--- config.mk ---
export PLATFORM = sky130hd
export DESIGN_NAME = ism_top
export DESIGN_NICKNAME = d
export VERILOG_FILES = /design/src/ism_pkg.sv /design/src/ism_top.sv
export SDC_FILE = /design/constraint.sdc
export NUM_CORES = 1
export LEC_CHECK = 0
export BUFFER_PORTS_ARGS = -buffer_cell sky130_fd_sc_hd__buf_2
export CAP_MARGIN = 25
export CORE_MARGIN = 3
export CORE_UTILIZATION = 46
export DETAILED_ROUTE_END_ITERATION = 16
export PLACE_DENSITY_LB_ADDON = 0.1
export SYNTH_ARGS = -nofsm -noshare
export SYNTH_HDL_FRONTEND = slang
export SYNTH_SLANG_ARGS = --single-unit
--- constraint.sdc ---
create_clock -name CLK -period 3.5 [get_ports CLK]
set_clock_uncertainty 0.1 [all_clocks]
set_input_delay 0.875 -clock CLK [delete_from_list [all_inputs] [get_ports CLK]]
set_output_delay 0.875 -clock CLK [all_outputs]
set_load 0.1 [all_outputs]
--- src/ism_pkg.sv ---
// shared constants and carrier types for the input source mux block
package ism_pkg;
  // port count and port indices (port e carries no routed function)
  localparam int NPORT = 6;
  localparam int PA = 0, PB = 1, PC = 2, PD = 3, PE = 4, PF = 5;
  // number of a/d channels whose input path is controlled
  localparam int NAN = 16;
  // register offsets on the plain register port
  localparam logic [4:0] A_CAPA = 5'h00;
  localparam logic [4:0] A_SINT = 5'h01;
  localparam logic [4:0] A_TMRB = 5'h02;
  localparam logic [4:0] A_UART = 5'h03;
  localparam logic [4:0] A_UNLK = 5'h04;
  localparam logic [4:0] A_STAT = 5'h05;
  localparam logic [4:0] A_WAKE = 5'h06;
  // port data latches at 0x08+n, port direction at 0x10+n
  localparam logic [1:0] A_DATA = 2'h1;
  localparam logic [1:0] A_DIR = 2'h2;
  // capture select a field positions
  localparam int CA_PTP1 = 4, CA_PTP0 = 3, CA_STP2 = 2, CA_STP1 = 1, CA_STP0 = 0;
  // serial and interrupt select field positions
  localparam int SI_CS = 6, SI_SDI = 5, SI_SCK = 4;
  localparam int SI_INT3 = 3, SI_INT2 = 2, SI_INT1 = 1, SI_INT0 = 0;
  // timer select b field positions
  localparam int TB_CK7 = 7, TB_CK6 = 6, TB_PTP6 = 2, TB_PTP5 = 1, TB_PTP4 = 0;
  // uart select field positions
  localparam int UR_RX1 = 1, UR_RX0 = 0;
  // reset values and the unlock pattern
  localparam logic [7:0] SEL_RST = 8'h00;
  localparam logic [7:0] PORT_RST = 8'hFF;
  localparam logic [7:0] UNLOCK_KEY = 8'hCA;
  // level driven to a function input whose selector is reserved
  localparam logic RSV_LVL = 1'b0;
  // write kinds: whole byte, or single bit set / clear
  typedef enum logic [1:0] {
    OP_BYTE = 2'b00,
    OP_SET = 2'b01,
    OP_CLR = 2'b10
  } ism_op_e;
  // one byte per port
  typedef logic [NPORT-1:0][7:0] ism_port_t;
  // alternate-function inputs after source selection
  typedef struct packed {
    logic [2:0] std_cap;
    logic ptcap0;
    logic ptcap1;
    logic ptcap4;
    logic ptcap5;
    logic ptcap6;
    logic ptclk6;
    logic ptclk7;
    logic cs_in;
    logic data_in;
    logic clk_in;
    logic [3:0] ext_int;
    logic [1:0] rx;
  } ism_fn_s;
  // whole state of the block
  typedef struct packed {
    logic [6:0] cap_a;
    logic [6:0] ser_int;
    logic [7:0] tmr_b;
    logic [1:0] uart;
    logic [7:0] unlock;
    logic mode;
    logic [7:0] wake_en;
    ism_port_t data;
    ism_port_t dir;
    logic [7:0] pa_prev;
    logic wake;
    ism_fn_s fn;
    logic [7:0] rdata;
    logic [NAN-1:0] ad_path;
  } ism_state_s;
endpackage : ism_pkg

--- src/ism_top.sv ---
// input source mux, port read-back test mode, port latches and wake-up
`timescale 1ns/1ns
module ism_top
  import ism_pkg::*;
(
  // clock and reset
  input wire logic CLK,
  input wire logic RST,
  // register port
  input wire logic [4:0] ADDR,
  input wire logic [7:0] WDATA,
  input wire logic WR,
  input wire logic RD,
  input wire ism_op_e BIT_OP,
  input wire logic [2:0] BIT_IDX,
  output logic [7:0] RDATA,
  // pins and their selected functions
  input wire ism_port_t PIN_IN,
  input wire ism_port_t PIN_ALT_OUT,
  input wire ism_port_t PIN_SERIAL,
  input wire ism_port_t PIN_ANALOG,
  // a/d channel choice and pin function choice
  input wire logic [3:0] AD_CHAN,
  input wire logic [NAN-1:0] AN_FUNC_SEL,
  // power state
  input wire logic SLEEP,
  // routed function inputs and port state
  output ism_fn_s FN_IN,
  output ism_port_t PORT_DATA,
  output ism_port_t PORT_DIR,
  output logic READBACK_MODE,
  output logic [NAN-1:0] AD_PATH_ON,
  output logic WAKE
);

  // registered and next state
  ism_state_s r;
  ism_state_s n;
  // current view of the addressed register
  logic [7:0] cur;
  // value to be written after bit modify
  logic [7:0] wv;
  // port index taken from the low address bits
  logic [2:0] pidx;
  // address hits one of the port regions
  logic port_hit;

  // what a port read returns for each bit
  function automatic logic [7:0] port_view(
    input logic [7:0] pin,
    input logic [7:0] lat,
    input logic [7:0] dir,
    input logic [7:0] alt,
    input logic [7:0] ser,
    input logic [7:0] ana,
    input logic mode
  );
    logic [7:0] v;
    v = 8'h00;
    for (int b = 0; b < 8; b++) begin
      if (mode) begin
        v[b] = pin[b];
      end else if (ana[b]) begin
        v[b] = 1'b0;
      end else if (ser[b]) begin
        v[b] = pin[b];
      end else if (alt[b]) begin
        v[b] = dir[b] ? 1'b0 : lat[b];
      end else begin
        // plain i/o reads the pin in either direction
        v[b] = pin[b];
      end
    end
    return v;
  endfunction : port_view

  // pick one of two pins, a reserved code giving the idle level
  // reserved drives idle
  function automatic logic pick(
    input logic sel,
    input logic p0,
    input logic p1,
    input logic rsv0,
    input logic rsv1
  );
    logic v;
    v = sel ? (rsv1 ? RSV_LVL : p1) : (rsv0 ? RSV_LVL : p0);
    return v;
  endfunction : pick

  // next state: register access, routing, wake and a/d path
  always_comb begin
    n = r;
    pidx = ADDR[2:0];
    port_hit = (pidx < 3'(NPORT)) && (ADDR[4:3] == A_DATA || ADDR[4:3] == A_DIR);
    cur = 8'h00;
    // read view of every register, unmapped reads zero
    if (ADDR == A_CAPA) begin
      cur = {1'b0, r.cap_a};
    end else if (ADDR == A_SINT) begin
      cur = {1'b0, r.ser_int};
    end else if (ADDR == A_TMRB) begin
      cur = r.tmr_b;
    end else if (ADDR == A_UART) begin
      cur = {6'h00, r.uart};
    end else if (ADDR == A_UNLK) begin
      cur = r.unlock;
    end else if (ADDR == A_STAT) begin
      cur = {7'h00, r.mode};
    end else if (ADDR == A_WAKE) begin
      cur = r.wake_en;
    end else if (port_hit && ADDR[4:3] == A_DATA) begin
      cur = port_view(PIN_IN[pidx], r.data[pidx], r.dir[pidx], PIN_ALT_OUT[pidx],
                      PIN_SERIAL[pidx], PIN_ANALOG[pidx], r.mode);
    end else if (port_hit) begin
      cur = r.dir[pidx];
    end
    // modify one bit of whole byte
    unique case (BIT_OP)
      OP_SET: wv = cur | (8'h01 << BIT_IDX);
      OP_CLR: wv = cur & ~(8'h01 << BIT_IDX);
      default: wv = WDATA;
    endcase
    // register writes
    if (WR) begin
      if (ADDR == A_CAPA) begin
        n.cap_a = wv[6:0];
      end else if (ADDR == A_SINT) begin
        n.ser_int = wv[6:0];
      end else if (ADDR == A_TMRB) begin
        // bits 5..3 kept as written; software is to leave them alone
        n.tmr_b = wv;
      end else if (ADDR == A_UART) begin
        n.uart = wv[1:0];
      end else if (ADDR == A_UNLK) begin
        n.unlock = wv;
        n.mode = (wv == UNLOCK_KEY);
      end else if (ADDR == A_WAKE) begin
        n.wake_en = wv;
      end else if (port_hit && ADDR[4:3] == A_DATA) begin
        n.data[pidx] = wv;
      end else if (port_hit) begin
        n.dir[pidx] = wv;
      end
    end
    // read data stands only in the cycle after the strobe
    n.rdata = RD ? cur : 8'h00;
    n.fn.ptcap1 = pick(r.cap_a[CA_PTP1], PIN_IN[PC][4], 1'b0, 1'b0, 1'b1);
    n.fn.ptcap0 = pick(r.cap_a[CA_PTP0], PIN_IN[PC][2], PIN_IN[PF][5], 1'b0, 1'b0);
    n.fn.std_cap[2] = pick(r.cap_a[CA_STP2], PIN_IN[PD][6], PIN_IN[PF][7], 1'b0, 1'b0);
    n.fn.std_cap[1] = pick(r.cap_a[CA_STP1], PIN_IN[PD][0], PIN_IN[PB][6], 1'b0, 1'b0);
    n.fn.std_cap[0] = pick(r.cap_a[CA_STP0], PIN_IN[PC][6], 1'b0, 1'b0, 1'b1);
    n.fn.cs_in = pick(r.ser_int[SI_CS], PIN_IN[PA][1], 1'b0, 1'b0, 1'b1);
    n.fn.data_in = pick(r.ser_int[SI_SDI], PIN_IN[PA][4], PIN_IN[PF][2], 1'b0, 1'b0);
    n.fn.clk_in = pick(r.ser_int[SI_SCK], PIN_IN[PA][5], 1'b0, 1'b0, 1'b1);
    n.fn.ext_int[3] = pick(r.ser_int[SI_INT3], PIN_IN[PA][5], PIN_IN[PC][7], 1'b0, 1'b0);
    n.fn.ext_int[2] = pick(r.ser_int[SI_INT2], PIN_IN[PA][4], PIN_IN[PD][0], 1'b0, 1'b0);
    n.fn.ext_int[1] = pick(r.ser_int[SI_INT1], PIN_IN[PA][3], PIN_IN[PA][7], 1'b0, 1'b0);
    n.fn.ext_int[0] = pick(r.ser_int[SI_INT0], PIN_IN[PA][1], PIN_IN[PA][6], 1'b0, 1'b0);
    n.fn.ptclk7 = pick(r.tmr_b[TB_CK7], 1'b0, PIN_IN[PC][4], 1'b1, 1'b0);
    n.fn.ptclk6 = pick(r.tmr_b[TB_CK6], PIN_IN[PF][2], PIN_IN[PC][2], 1'b0, 1'b0);
    n.fn.ptcap6 = pick(r.tmr_b[TB_PTP6], PIN_IN[PC][7], 1'b0, 1'b0, 1'b1);
    n.fn.ptcap5 = pick(r.tmr_b[TB_PTP5], PIN_IN[PC][5], 1'b0, 1'b0, 1'b1);
    n.fn.ptcap4 = pick(r.tmr_b[TB_PTP4], PIN_IN[PC][3], 1'b0, 1'b0, 1'b1);
    n.fn.rx[1] = pick(r.uart[UR_RX1], PIN_IN[PD][1], PIN_IN[PF][6], 1'b0, 1'b0);
    n.fn.rx[0] = pick(r.uart[UR_RX0], PIN_IN[PA][6], 1'b0, 1'b0, 1'b1);
    // falling edge on enabled port a pin
    n.pa_prev = PIN_IN[PA];
    n.wake = SLEEP && (|(r.wake_en & r.pa_prev & ~PIN_IN[PA]));
    for (int c = 0; c < NAN; c++) begin
      n.ad_path[c] = (AD_CHAN == 4'(c)) && (AN_FUNC_SEL[c] || r.mode);
    end
  end

  // state register; the previous port a sample resets high, so a pin
  // that is low at the first sample after reset reads as a falling edge
  always_ff @(posedge CLK) begin
    if (RST) begin
      r <= '0;
      r.cap_a <= SEL_RST[6:0];
      r.ser_int <= SEL_RST[6:0];
      r.tmr_b <= SEL_RST;
      r.uart <= SEL_RST[1:0];
      r.unlock <= SEL_RST;
      r.data <= {NPORT{PORT_RST}};
      r.dir <= {NPORT{PORT_RST}};
      r.pa_prev <= PORT_RST;
    end else begin
      r <= n;
    end
  end

  // outputs come straight from the state register
  assign RDATA = r.rdata;
  assign FN_IN = r.fn;
  assign PORT_DATA = r.data;
  assign PORT_DIR = r.dir;
  assign READBACK_MODE = r.mode;
  assign AD_PATH_ON = r.ad_path;
  assign WAKE = r.wake;
endmodule : ism_top

# Word-level counts from Yosys, hierarchy flattened
# Index checks and enable logic that the tools add are counted.
# Widths: inputs -> output; s select.
[word_totals] in_bits=235 register_bits=189 out_inout_bits=141
[op_classes] n_shift=1 eq_ne=26 bitwise=15 n_lt_le_gt_ge=3 n_mux=76 reduce_logical=58
[op_table] cell="$bmux 8 s3" count=6
[op_table] cell="$mux 8" count=16
[op_table] cell="$bwmux 48" count=2
[op_table] cell="$mux 1" count=50
[op_table] cell="$eq 4x4->1 const B" count=8
[op_table] cell="$and 8x8->8" count=3
[op_table] cell="$demux 8 s3" count=1
[op_table] cell="$logic_and 1x1->1" count=20
[op_table] cell="$reduce_or 2->1" count=10
[op_table] cell="$logic_or 1x1->1" count=17
[op_table] cell="$eq 4x3->1 const B" count=4
[op_table] cell="$not 8->8" count=2
[op_table] cell="$pmux 8 s2" count=1
[op_table] cell="$eq 5x3->1 const B" count=3
[op_table] cell="$eq 5x2->1 const B" count=2
[op_table] cell="$not 1->1" count=9
[op_table] cell="$reduce_and 9->1" count=1
[op_table] cell="$eq 4x2->1 const B" count=2
[op_table] cell="$eq 8x8->1 const B" count=1
[op_table] cell="$or 8x8->8" count=1
[op_table] cell="$reduce_and 8->1" count=1
[op_table] cell="$reduce_or 8->1" count=1
[op_table] cell="$shl 1x3->8 const A" count=1
[op_table] cell="$reduce_and 7->1" count=1
[op_table] cell="other kinds (14)" count=16

# Longest topological paths before layout
# Gate-level depths: netlist of the first run.
[logic_depth] word_depth=18 depth_mapped=14 mapped_depth_nobuf=10

# Least setup slack after synthesis of the first run
# Ideal clock, no wire load.
[synth_path] path_kind="in2reg" start="input ADDR[1]" end="register r (netlist bit PORT_DIR[11])" arrival_ns=3.365 setup_slack_ns=-0.106 stages=13 path_cell_list="buf_2 -> buf_2 -> buf_2 -> buf_2 -> buf_2 -> mux4_2 -> nand2_1 -> o211ai_1 -> a22oi_1 -> o31ai_1 -> a221oi_2 -> buf_2 -> o211ai_1"
[synth_between] elab_chain_len=18 elab_cells_between_ends=53
[synth_lines] item="from (decl)" line="ism_top.sv:10" source="input wire logic [4:0] ADDR,"
[synth_lines] item="$bmux 8 s3, on equally long branches" line="ism_top.sv:113, ism_top.sv:116"
[synth_lines] item="$mux 8, on equally long branches" line="ism_top.sv:113, ism_top.sv:116"
[synth_lines] item="$mux 1" line="ism_top.sv:68" source="v[b] = dir[b] ? 1'b0 : lat[b];"
[synth_lines] item="$mux 1" line="ism_top.sv:67" source="end else if (alt[b]) begin"
[synth_lines] item="$mux 1" line="ism_top.sv:65" source="end else if (ser[b]) begin"
[synth_lines] item="$mux 1" line="ism_top.sv:63" source="end else if (ana[b]) begin"
[synth_lines] item="$mux 1" line="ism_top.sv:61" source="if (mode) begin"
[synth_lines] item="$mux 8" line="ism_top.sv:112" source="end else if (port_hit && ADDR[4:3] == A_DATA) begin"
[synth_lines] item="[2 not listed]"
[synth_lines] item="$mux 8" line="ism_top.sv:106" source="end else if (ADDR == A_UNLK) begin"
[synth_lines] item="$mux 8" line="ism_top.sv:104" source="end else if (ADDR == A_UART) begin"
[synth_lines] item="$mux 8" line="ism_top.sv:102" source="end else if (ADDR == A_TMRB) begin"
[synth_lines] item="$mux 8" line="ism_top.sv:100" source="end else if (ADDR == A_SINT) begin"
[synth_lines] item="$mux 8" line="ism_top.sv:98" source="if (ADDR == A_CAPA) begin"
[synth_lines] item="$and 8x8->8 / $or 8x8->8 (equally long branches)" line="ism_top.sv:121, ism_top.sv:120"
[synth_lines] item="$pmux 8 s2" line="ism_top.sv:119" source="unique case (BIT_OP)"
[synth_lines] item="$bwmux 48" line="ism_top.sv:143" source="n.dir[pidx] = wv;"
[synth_lines] item="to (signal assigned)" line="ism_top.sv:189" source="r <= n;"
[synth_lines] item="to (decl)" line="ism_top.sv:37" source="ism_state_s r;"
# Parallel ways exist; a longest one is shown, timed or not. The select of a mux whose other input is x is not followed.
# A chain may end at the register's enable or synchronous reset.

# Worst setup path after layout of the first run
[layout_path] start="input ADDR[0]" end="register r[185] (netlist name)"
[layout_between] elab_chain_len=17 elab_cells_between_ends=40
[layout_lines] item="$bmux 8 s3, on equally long branches" line="ism_top.sv:113, ism_top.sv:116"
[layout_lines] item="$mux 8, on equally long branches" line="ism_top.sv:113, ism_top.sv:116"
[layout_lines] item="$mux 1" line="ism_top.sv:68"
[layout_lines] item="$mux 1" line="ism_top.sv:67"
[layout_lines] item="$mux 1" line="ism_top.sv:65"
[layout_lines] item="$mux 1" line="ism_top.sv:63"
[layout_lines] item="$mux 1" line="ism_top.sv:61"
[layout_lines] item="$mux 8" line="ism_top.sv:112"
[layout_lines] item="$mux 8" line="ism_top.sv:110" source="end else if (ADDR == A_WAKE) begin"
[layout_lines] item="$mux 8" line="ism_top.sv:108" source="end else if (ADDR == A_STAT) begin"
[layout_lines] item="$mux 8" line="ism_top.sv:106"
[layout_lines] item="$mux 8" line="ism_top.sv:104"
[layout_lines] item="$mux 8" line="ism_top.sv:102"
[layout_lines] item="$mux 8" line="ism_top.sv:100"
[layout_lines] item="$mux 8" line="ism_top.sv:98"
[layout_lines] item="$and 8x8->8 / $or 8x8->8 (equally long branches)" line="ism_top.sv:121, ism_top.sv:120"
[layout_lines] item="$pmux 8 s2" line="ism_top.sv:119"
# Parallel ways exist; a longest one is shown, timed or not. The select of a mux whose other input is x is not followed.

==> impl_results.md, run 1 <==
- Synthesized cell area: approximately 11000 µm²
- Min-delay src: r[172]$_SDFFE_PP0P_
- Most used flip-flop cell after synthesis: dfxtp_1
- Final Non-Filler Cells: 1950
- Post-synthesis mux area share: 11.1%
- Buffers on Ports: 375
- Setup WS post-layout: between 150 and 200 ps
- Share of layout cells above drive strength 1: 38.2%
- FP Rows: 56
- EDFF count, synth: 0
- Synth Area in XOR/XNOR: 0%
- Slew Viols, Final: 0
- Initial Util: a little under half
- Critical path class: in2reg
- Largest net degree at the start of global routing: 93
- Post-CTS Hold Buffers: 0
- Setup TNS Final: 0 ps
- Most frequent cells in the layout: 374 x buf_2, 189 x dfxtp_1, 166 x nand2_1
- Crit path DAT: 3590 ps
- Crit-path cells: buf_4 > buf_12 > buf_4 > buf_4 > nor4b_1 > a21oi_1 > o32ai_1 > a22oi_1 > buf_4 > o31ai_1 > a221oi_2 > buf_4 > a211oi_1
- YS warnings: 0
- Finish-stage setup viols: 0
- Clock root cell: clkbuf_16
- Core Footprint: between 20000 and 25000 µm²
- First-pass GRT wire length: ~69 mm
- Routed Antenna Nets: 0
- Drt drc: 0
- Sequential area share after synthesis: between 30% and 40%
- Die area: 26000 µm²
- Starting DRT DRC Count: 1169
- Worst-path clk slew: 80 ps
- P_leak: about 6.3 nW
- Hold endpoint: r[172]$_SDFFE_PP0P_
- Vias in the first global route: 10600
- Ys async rst share: 0%
- Most common cell after layout, fill and taps aside: buf_2
- Final period util: a little over nine tenths
- Syn Inst Count: between 1000 and 1500
- Fin. Hold Viols: 0
- Clock buffer depth: 2
- Routability cong.: between 1 and 1.5
- Tot GR Track Use: between 30% and 40%
- Power density over the cells: 401 nW/µm²
- Worst slew pin tran: 780 ps
- Post-synthesis cell type count: 78
- Maximum fanout along the worst path: 21
- Hold Path Depth: 2
- Pre-CTS worst setup slack: -193 ps
- Fmax: 299 MHz
- Post-Place Cell Area: around 13000 µm²
- Skew-Pair Late Insertion Delay: between 400 and 500 ps
- Final Cell Area: roughly 14000 µm²
- Syn_nets: 1538
- Via-to-Cell Ratio: about 5.8
- Max Cap Viol: 0
- Status: finished clean
- Final Core Density: 58.5%
- Die Wd: 161 µm
- Pre-antenna DRT Iters: 7
- Post-synthesis compound-gate area fraction: around 18%
- Most frequent CP cell: buf_4
- RR Startpoint: PORT_DIR[27]$_SDFFE_PP1P_
- Grt ovf: 0
- Via total after detailed routing: 11200
- #FFs+latches synth: ~190
- Area grow syn2layout: 24.4%
- Worst Reg-to-Reg Cells: 8
- I/O pins: 376
- RSZ-0062 raised after global routing: no
- H-tree levels: 4
- Crit-path max cell delay: ~710 ps
- CTS Buf Count: 17
- Adder-cell share of the synthesized area: less than 1%
- Die height: ~160 µm
- Postcts setup bufs: 0
- CTS tree: built
- Critical Path RT: between 3000 and 4000 ps
- Post-layout net count: 1855
- Reg-to-Reg End: PORT_DATA[43]$_SDFFE_PP1P_
- Critical Path Start Type: primary input
- Type of the worst min-delay path: reg2reg
- R2R Setup Slk: 800 ps
- CP max-delay cell: nor4b_1
- Relative slew slack: 47.3%
- DP Wirelength: 38.2 mm
- Tmin final: 3350 ps
- Clock sink count: 189
- Final hold slack: 359 ps
- Syn_area_per_cell: 8.52 µm²
- Crit. End Element: flip-flop
- Peak VDD IR: 0.000277 V
- Simple-gate share of the synthesized area: 22.3%
- Total power: between 5 and 6 mW
- Placed cell count: 1917
- Largest family of logic cells by synthesized area: simple AND/OR/NAND/NOR gates
- Initial antenna violation count: 2
- Wire per inst: 24.5 µm
- WL final: roughly 48 mm
## synthesized netlist by cell type, drive strengths merged, types with 28 or more instances
master | n | area [µm²]
nand2b | 28 | 175
mux4 | 31 | 698
mux2i | 40 | 400
nor2 | 92 | 345
o21ai | 30 | 150
buf | 171 | 1230
nand2 | 166 | 623
dfxtp | 189 | 3780
nor2b | 44 | 275
o211ai | 92 | 696
a21oi | 64 | 320
clkbuf | 55 | 206
## worst max-delay path, delay by kind of cell
kind,cells,cell delay [ps]
compound gates,6,880
buf+inv,6,1120
simple gates,1,710
## how the worst max path moves through the flow
stage / from / end / slack [ps] / cells after the start
detailed placement: ADDR[0] / PORT_DATA[17]$_SDFFE_PP1P_ / -190 / 12
floorplan: ADDR[1] / PORT_DIR[12]$_SDFFE_PP1P_ / 20 / 10
global route: ADDR[4] / PORT_DIR[24]$_SDFFE_PP1P_ / 30 / 12
CTS: ADDR[4] / READBACK_MODE$_SDFFE_PP0P_ / 230 / 11
finish: ADDR[0] / r[185]$_SDFFE_PP0P_ / 150 / 13
global placement: ADDR[0] / PORT_DATA[17]$_SDFFE_PP1P_ / -190 / 12
## layout make-up
cell class	count	area (µm²)
inverter	26	97.6
tap	319	399
fill	2208	9770
clock inverter	14	194
timing repair buffer	524	3110
antenna	1	2.50
clock buffer	18	429
sequential	189	3780
multi-input combinational	859	5760
## metal layers
layer | vias up | GRT usage [%] | wire length [µm]
li1 | 5185 | - | -
met1 | 5425 | 50.3 | 20700
met2 | 559 | 55.0 | 21500
met3 | 78 | 6.62 | 4030
met4 | 2 | 12.1 | 1630
met5 | - | 0 | 17
## flip-flops by register name, summed over array words and instances (netlist names)
register	flops
WAKE	1
AD_PATH_ON	16
r	48
PORT_DIR	48
RDATA	8
READBACK_MODE	1
PORT_DATA	48
FN_IN	19
## repair_timing
action,CTS,global route
resized for setup,0,1
endpoints found under the hold margin,0,0
setup endpoints to repair,0,1
## report_power, final
part / switching (mW) / total (mW) / internal (mW)
clock: 1.03 / 2.08 / 1.04
sequential: 0.0216 / 2.21 / 2.19
combinational: 0.780 / 1.23 / 0.453
total: 1.84 / 5.52 / 3.68
## logic make-up (layout without fill, tap and decap cells)
kind of cell / after synthesis / in the layout
multiplexers: 83 / 83
buffers and inverters: 252 / 582
AND/OR/NAND/NOR: 487 / 487
flip-flops: 189 / 189
other: 0 / 1
adder cells (fa/ha/maj): 3 / 3
AO/OA/AOI/OAI: 286 / 286
No activity file was read; power rests on OpenSTA's default activity.
==> run 2, diff against run 1 <==
- CAP_MARGIN: 25 -> not set
- CORE_UTILIZATION: 46 -> 48
- CTS_BUF_LIST: not set -> sky130_fd_sc_hd__clkbuf_8
==> run 2 against run 1 <==
Against the previous run:
- clock power shrank 27%
- setup slack lost 47 ps
- fmax shrank 1.4%
- via count shrank 1.0%
- register-to-register slack lost 160 ps
- die area shrank 4.0%
- combinational power is essentially flat
- non-clock buffer count shrank 5
- largest power group unchanged
- cell area shrank 2.2%
==> impl_results.md, run 2 (synthesis results as in run 1) <==
- Most common cell after layout, fill and taps aside: buf_2 (unchanged)
- Starting DRT DRC Count: 1161 (was 1169)
- Worst-path clk slew: 110 ps (was 80 ps)
- Via-to-Cell Ratio: 5.85 (was 5.77)
- Share of layout cells above drive strength 1: 38.0% (was 38.2%)
- Final Cell Area: 13500 µm² (was 13800 µm²)
- Via total after detailed routing: 11100 (was 11200)
- Tmin final: 3390 ps (was 3350 ps)
- Initial Util: 49.8% (was 47.0%)
- Tot GR Track Use: 34.7% (was 35.6%)
- Critical Path RT: 3760 ps (was 3750 ps)
- Finish-stage setup viols: 0 (unchanged)
- DP Wirelength: 35.6 mm (was 38.2 mm)
- P_leak: 6.19 nW (was 6.30 nW)
- I/O pins: 376 (unchanged)
- Final period util: 96.9% (was 95.6%)
- Worst slew pin tran: 769 ps (was 780 ps)
- WL final: 44.9 mm (was 47.9 mm)
- CP max-delay cell: a221oi_2 (was nor4b_1)
- Slew Viols, Final: 0 (unchanged)
- Routability cong.: 1.03 (was 1.01)
- Type of the worst min-delay path: reg2reg (unchanged)
- Post-layout net count: 1850 (was 1855)
- Most frequent cells in the layout: 373 x buf_2, 189 x dfxtp_1, 166 x nand2_1 (was 374 x buf_2, 189 x dfxtp_1, 166 x nand2_1)
- Die area: 24900 µm² (was 26000 µm²)
- Wire per inst: 23.6 µm (was 24.5 µm)
- First-pass GRT wire length: 64.0 mm (was 69.2 mm)
- Peak VDD IR: 0.000222 V (was 0.000277 V)
- Core Footprint: 22200 µm² (was 23500 µm²)
- Final Core Density: 60.6% (was 58.5%)
- Routed Antenna Nets: 0 (unchanged)
- Hold Path Depth: 1 (was 2)
- Crit path DAT: 3650 ps (was 3590 ps)
- Fmax: 295 MHz (was 299 MHz)
- Post-CTS Hold Buffers: 0 (unchanged)
- R2R Setup Slk: 640 ps (was 800 ps)
- Critical Path Start Type: primary input (unchanged)
- Final Non-Filler Cells: 1905 (was 1950)
- Area grow syn2layout: 21.7% (was 24.4%)
- Power density over the cells: 367 nW/µm² (was 401 nW/µm²)
- CTS Buf Count: 17 (unchanged)
- Post-cts sizing count: 0 (unchanged)
- Crit. End Element: flip-flop (unchanged)
- Drt drc: 0 (unchanged)
- Grt ovf: 0 (unchanged)
- Skew-Pair Late Insertion Delay: 480 ps (was 450 ps)
- FP Rows: 54 (was 56)
- Clock sink count: 189 (unchanged)
- Total power: 4.94 mW (was 5.52 mW)
- Worst Reg-to-Reg Cells: 10 (was 8)
- CTS tree: built (unchanged)
- Vias in the first global route: 10400 (was 10600)
- Most frequent CP cell: buf_4 (unchanged)
- Relative slew slack: 48.7% (was 47.3%)
- Maximum fanout along the worst path: 21 (unchanged)
- Die height: 158 µm (was 161 µm)
- RSZ-0062 raised after global routing: no (unchanged)
- Largest net degree at the start of global routing: 57 (was 93)
- Critical path class: in2reg (unchanged)
- Final antenna diode count: 0 (was 1)
- Post-Place Cell Area: 13100 µm² (about the same)
- Crit-path max cell delay: 420 ps (was 710 ps)
- Status: finished clean (unchanged)
- Initial antenna violation count: 0 (was 2)
- Fin. Hold Viols: 0 (unchanged)
- Clock buffer depth: 2 (unchanged)
- Placed cell count: 1873 (was 1917)
- Pre-antenna DRT Iters: 5 (was 7)
- Die Wd: 158 µm (was 161 µm)
- Postcts setup bufs: 0 (unchanged)
- Clock root cell: clkbuf_8 (was clkbuf_16)
- H-tree levels: 4 (unchanged)
- Max Cap Viol: 0 (unchanged)
- Buffers on Ports: 375 (unchanged)
- Crit-path cells: buf_4 > buf_12 > buf_4 > and4b_1 > nor4_2 > buf_4 > mux2_2 > a21oi_1 > o31ai_1 > a221oi_2 > buf_4 > o211ai_1 (was buf_4 > buf_12 > buf_4 > buf_4 > nor4b_1 > a21oi_1 > o32ai_1 > a22oi_1 > buf_4 > o31ai_1 > a221oi_2 > buf_4 > a211oi_1)
[run 2: critical path, delay by kind of cell]
| family | cells | cell delay, ps |
|---|---|---|
| compound gates | 4 | 860 |
| buf+inv | 5 | 1000 |
| mux | 1 | 330 |
| simple gates | 2 | 570 |
[run 2: metrics by stage]
stage | setup slack, ps | TNS, ps | hold WS [ps]
2_1_floorplan | 16.6 | 0 | 316
3_3_place_gp | -433 | -9140 | 345
3_5_place_dp | -481 | -11740 | 350
4_1_cts | 33.1 | 0 | 366
5_1_grt | 56.3 | 0 | 384
6_report | 107 | 0 | 367
[run 2: layout make-up]
class	instances	area, µm²
Clock inverter	15	169
Inverter	26	97.6
Multi-Input combinational cell	859	5760
Fill cell	2085	8760
Sequential cell	189	3780
Clock buffer	17	234
Timing Repair Buffer	519	3080
Tap cell	280	350
[run 2: path summary, 6_finish.rpt]
path / startpoint / to
min reg2reg: r[182]$_SDFFE_PP0P_ / FN_IN[16]$_SDFF_PP0_
max: ADDR[0] / PORT_DIR[43]$_SDFFE_PP1P_
min: r[182]$_SDFFE_PP0P_ / FN_IN[16]$_SDFF_PP0_
max reg2reg: READBACK_MODE$_SDFFE_PP0P_ / r[185]$_SDFFE_PP0P_
[run 2: power breakdown]
group	switching (mW)	leakage (nW)	internal, mW
Clock	0.919	0.205	0.602
Sequential	0.0216	1.54	2.19
Combinational	0.769	4.45	0.443
[run 2: per-layer routing]
layer | GRT usage, % | vias to the layer above | wire length, µm
met2 | 57.9 | 657 | 21300
met4 | 12.2 | 0 | 1460
met3 | 6.70 | 84 | 4290
met5 | 0 | - | 0
met1 | 44.9 | 5221 | 17900
li1 | - | 5174 | -
==> run 3, diff against run 2 <==
- BUFFER_PORTS_ARGS: -buffer_cell sky130_fd_sc_hd__buf_2 -> -buffer_cell sky130_fd_sc_hd__clkbuf_2
- clock period: 3.5 -> 3.1 ns (I/O delays scaled with it)
==> run 3 against run 2 <==
Against the previous run:
- non-clock buffer count rose by 37
- die area did not move
- first-iteration DRC count fell by 25%
- clock power rose by 14%
- critical endpoint is now READBACK_MODE$_SDFFE_PP0P_
- largest cell class unchanged
==> impl_results.md, run 3 (synthesis results as in run 1) <==
- Status: finished clean (unchanged)
- Final period util: 98.2%
- Most common cell after layout, fill and taps aside: clkbuf_2 (was buf_2)
- H-tree levels: 4 (unchanged)
- Sw Pwr: 2.01 mW (was 1.71 mW)
- First-pass GRT wire length: 65.8 mm (was 64.0 mm)
- Clock power share: 30.7% (was 30.8%)
- Peak VDD IR: 0.000256 V (was 0.000222 V)
- Post-layout net count: 1887 (was 1850)
- Skew-Pair Late Insertion Delay: 500 ps (was 480 ps)
- Core Footprint: 22200 µm² (unchanged)
- Max Cap Viol: 0 (unchanged)
- Drt drc: 0 (unchanged)
- Vias in the first global route: 10700 (was 10400)
- Initial antenna violation count: 5 (was 0)
- Flop pwr share: 44.3% (was 44.7%)
- Share of layout cells above drive strength 1: 39.9% (was 38.0%)
- Maximum fanout along the worst path: 13 (was 21)
- CTS Buf Count: 17 (unchanged)
- Pre-antenna DRT Iters: 5 (unchanged)
- Final Core Density: 62.3% (was 60.6%)
- CTS tree: built (unchanged)
- Grt ovf: 0 (unchanged)
- Tot GR Track Use: 35.2% (was 34.7%)
- Critical Path RT: 3430 ps (was 3760 ps)
- Clock buffer depth: 2 (unchanged)
- Postcts setup bufs: 0 (unchanged)
- Slew Viols, Final: 0 (unchanged)
- FP Rows: 54 (unchanged)
- Via total after detailed routing: 11300 (was 11100)
- Starting DRT DRC Count: 873 (was 1161)
- Comb pwr share: 25.0% (was 24.5%)
- Sw Ratio: 35.7% (was 34.6%)
- Clock root cell: clkbuf_8 (unchanged)
- Finish-stage setup viols: 0 (unchanged)
- Die area: 24900 µm² (unchanged)
- Relative slew slack: 51.8% (was 48.7%)
- Setup TNS Final: 0 ps (unchanged)
- Worst-path clk slew: 120 ps (was 110 ps)
- Final Non-Filler Cells: 1947 (was 1905)
- Routability cong.: 1.05 (was 1.03)
- RSZ-0062 raised after global routing: no (unchanged)
- Clock sink count: 189 (unchanged)
- Die height: 158 µm (unchanged)
- Routed Antenna Nets: 0 (unchanged)
- I/O pins: 376 (unchanged)
- Area grow syn2layout: 25.1% (was 21.7%)
- Post-CTS Hold Buffers: 0 (unchanged)
- Critical Path Start Type: primary input (unchanged)
- Critical path class: in2reg (unchanged)
- Internal Power: 3.62 mW (was 3.23 mW)
- Crit. End Element: flip-flop (unchanged)
- P_leak: 6.54 nW (was 6.19 nW)
- Die Wd: 158 µm (unchanged)
- Worst slew pin tran: 721 ps (was 769 ps)
- Post-cts sizing count: 0 (unchanged)
- Initial Util: 49.8% (unchanged)
- Largest net degree at the start of global routing: 106 (was 57)
- DP Wirelength: 36.1 mm (was 35.6 mm)
- Buffers on Ports: 375 (unchanged)
- Fmax: approximately 330 MHz
- Crit path DAT: 3370 ps (was 3650 ps)
- Power density over the cells: 407 nW/µm² (was 367 nW/µm²)
- Most frequent cells in the layout: 373 x clkbuf_2, 189 x dfxtp_1, 172 x buf_4 (was 373 x buf_2, 189 x dfxtp_1, 166 x nand2_1)
- Final hold slack: 362 ps (was 367 ps)
- WL final: 45.1 mm (was 44.9 mm)
- Fin. Hold Viols: 0 (unchanged)
- Wire per inst: 23.2 µm (was 23.6 µm)
- Tmin final: 3040 ps
- Type of the worst min-delay path: reg2reg (unchanged)
- Placed cell count: 1910 (was 1873)
- Via-to-Cell Ratio: 5.80 (was 5.85)
## run 3: changes by cell type in the layout (fill, tap and decap cells not counted), sizes merged
cell | before | now
clkbuf | 17 | 390
buf | 519 | 183
diode | 0 | 5
clkinv | 3 | 6
bufinv | 1 | 0
clkinvlp | 1 | 0
inv | 36 | 35
## run 3: metal layers
layer	GRT usage, %	up-vias	routed length (µm)
li1	-	5261	-
met5	0	-	0
met2	59.1	625	21700
met4	13.9	0	1460
met3	6.56	84	3820
met1	44.8	5329	18100
## run 3: final timing paths
check,start,endpoint,slack (ps),cells after the start
max,ADDR[0],READBACK_MODE$_SDFFE_PP0P_,60,11
min,r[188]$_SDFFE_PP0P_,r[188]$_SDFFE_PP0P_,360,2
max reg2reg,PORT_DIR[5]$_SDFFE_PP1P_,READBACK_MODE$_SDFFE_PP0P_,350,8
min reg2reg,r[188]$_SDFFE_PP0P_,r[188]$_SDFFE_PP0P_,360,2
## run 3: area by class of cell
type / count / area (µm²)
inverters: 26 / 97.6
well taps: 280 / 350
clock buffers: 17 / 234
diodes: 5 / 12.5
fillers: 2058 / 8370
flip-flops and latches: 189 / 3780
clock inverters: 15 / 174
multi-input cells: 859 / 5840
repair buffers: 556 / 3360
## run 3: worst max-delay path, stage by stage
cell	delay, ps
buf_4	190
buf_4	260
mux2i_4	300
or3b_1	370
a41o_1	270
a31o_1	240
o21ba_2	240
a221oi_2	310
buf_12	190
nand4_1	80
o21ai_1	130
## run 3: per-stage QoR
stage	area (µm²)	worst slack [ps]	total power [mW]
2_1_floorplan	11200	-113	3.35
3_3_place_gp	13400	-496	3.92
3_5_place_dp	13400	-500	3.92
6_report	13900	56.6	5.64
4_1_cts	13800	14.2	5.61
5_1_grt	13900	1.82	5.79
## run 3: power by group through the flow
stage / Clock [mW] / Combinational, mW / Sequential, mW
global route: 1.81 / 1.48 / 2.50
detailed placement: 0 / 1.37 / 2.55
global placement: 0 / 1.37 / 2.55
finish: 1.73 / 1.41 / 2.50
CTS: 1.74 / 1.37 / 2.50
floorplan: 0 / 0.812 / 2.54
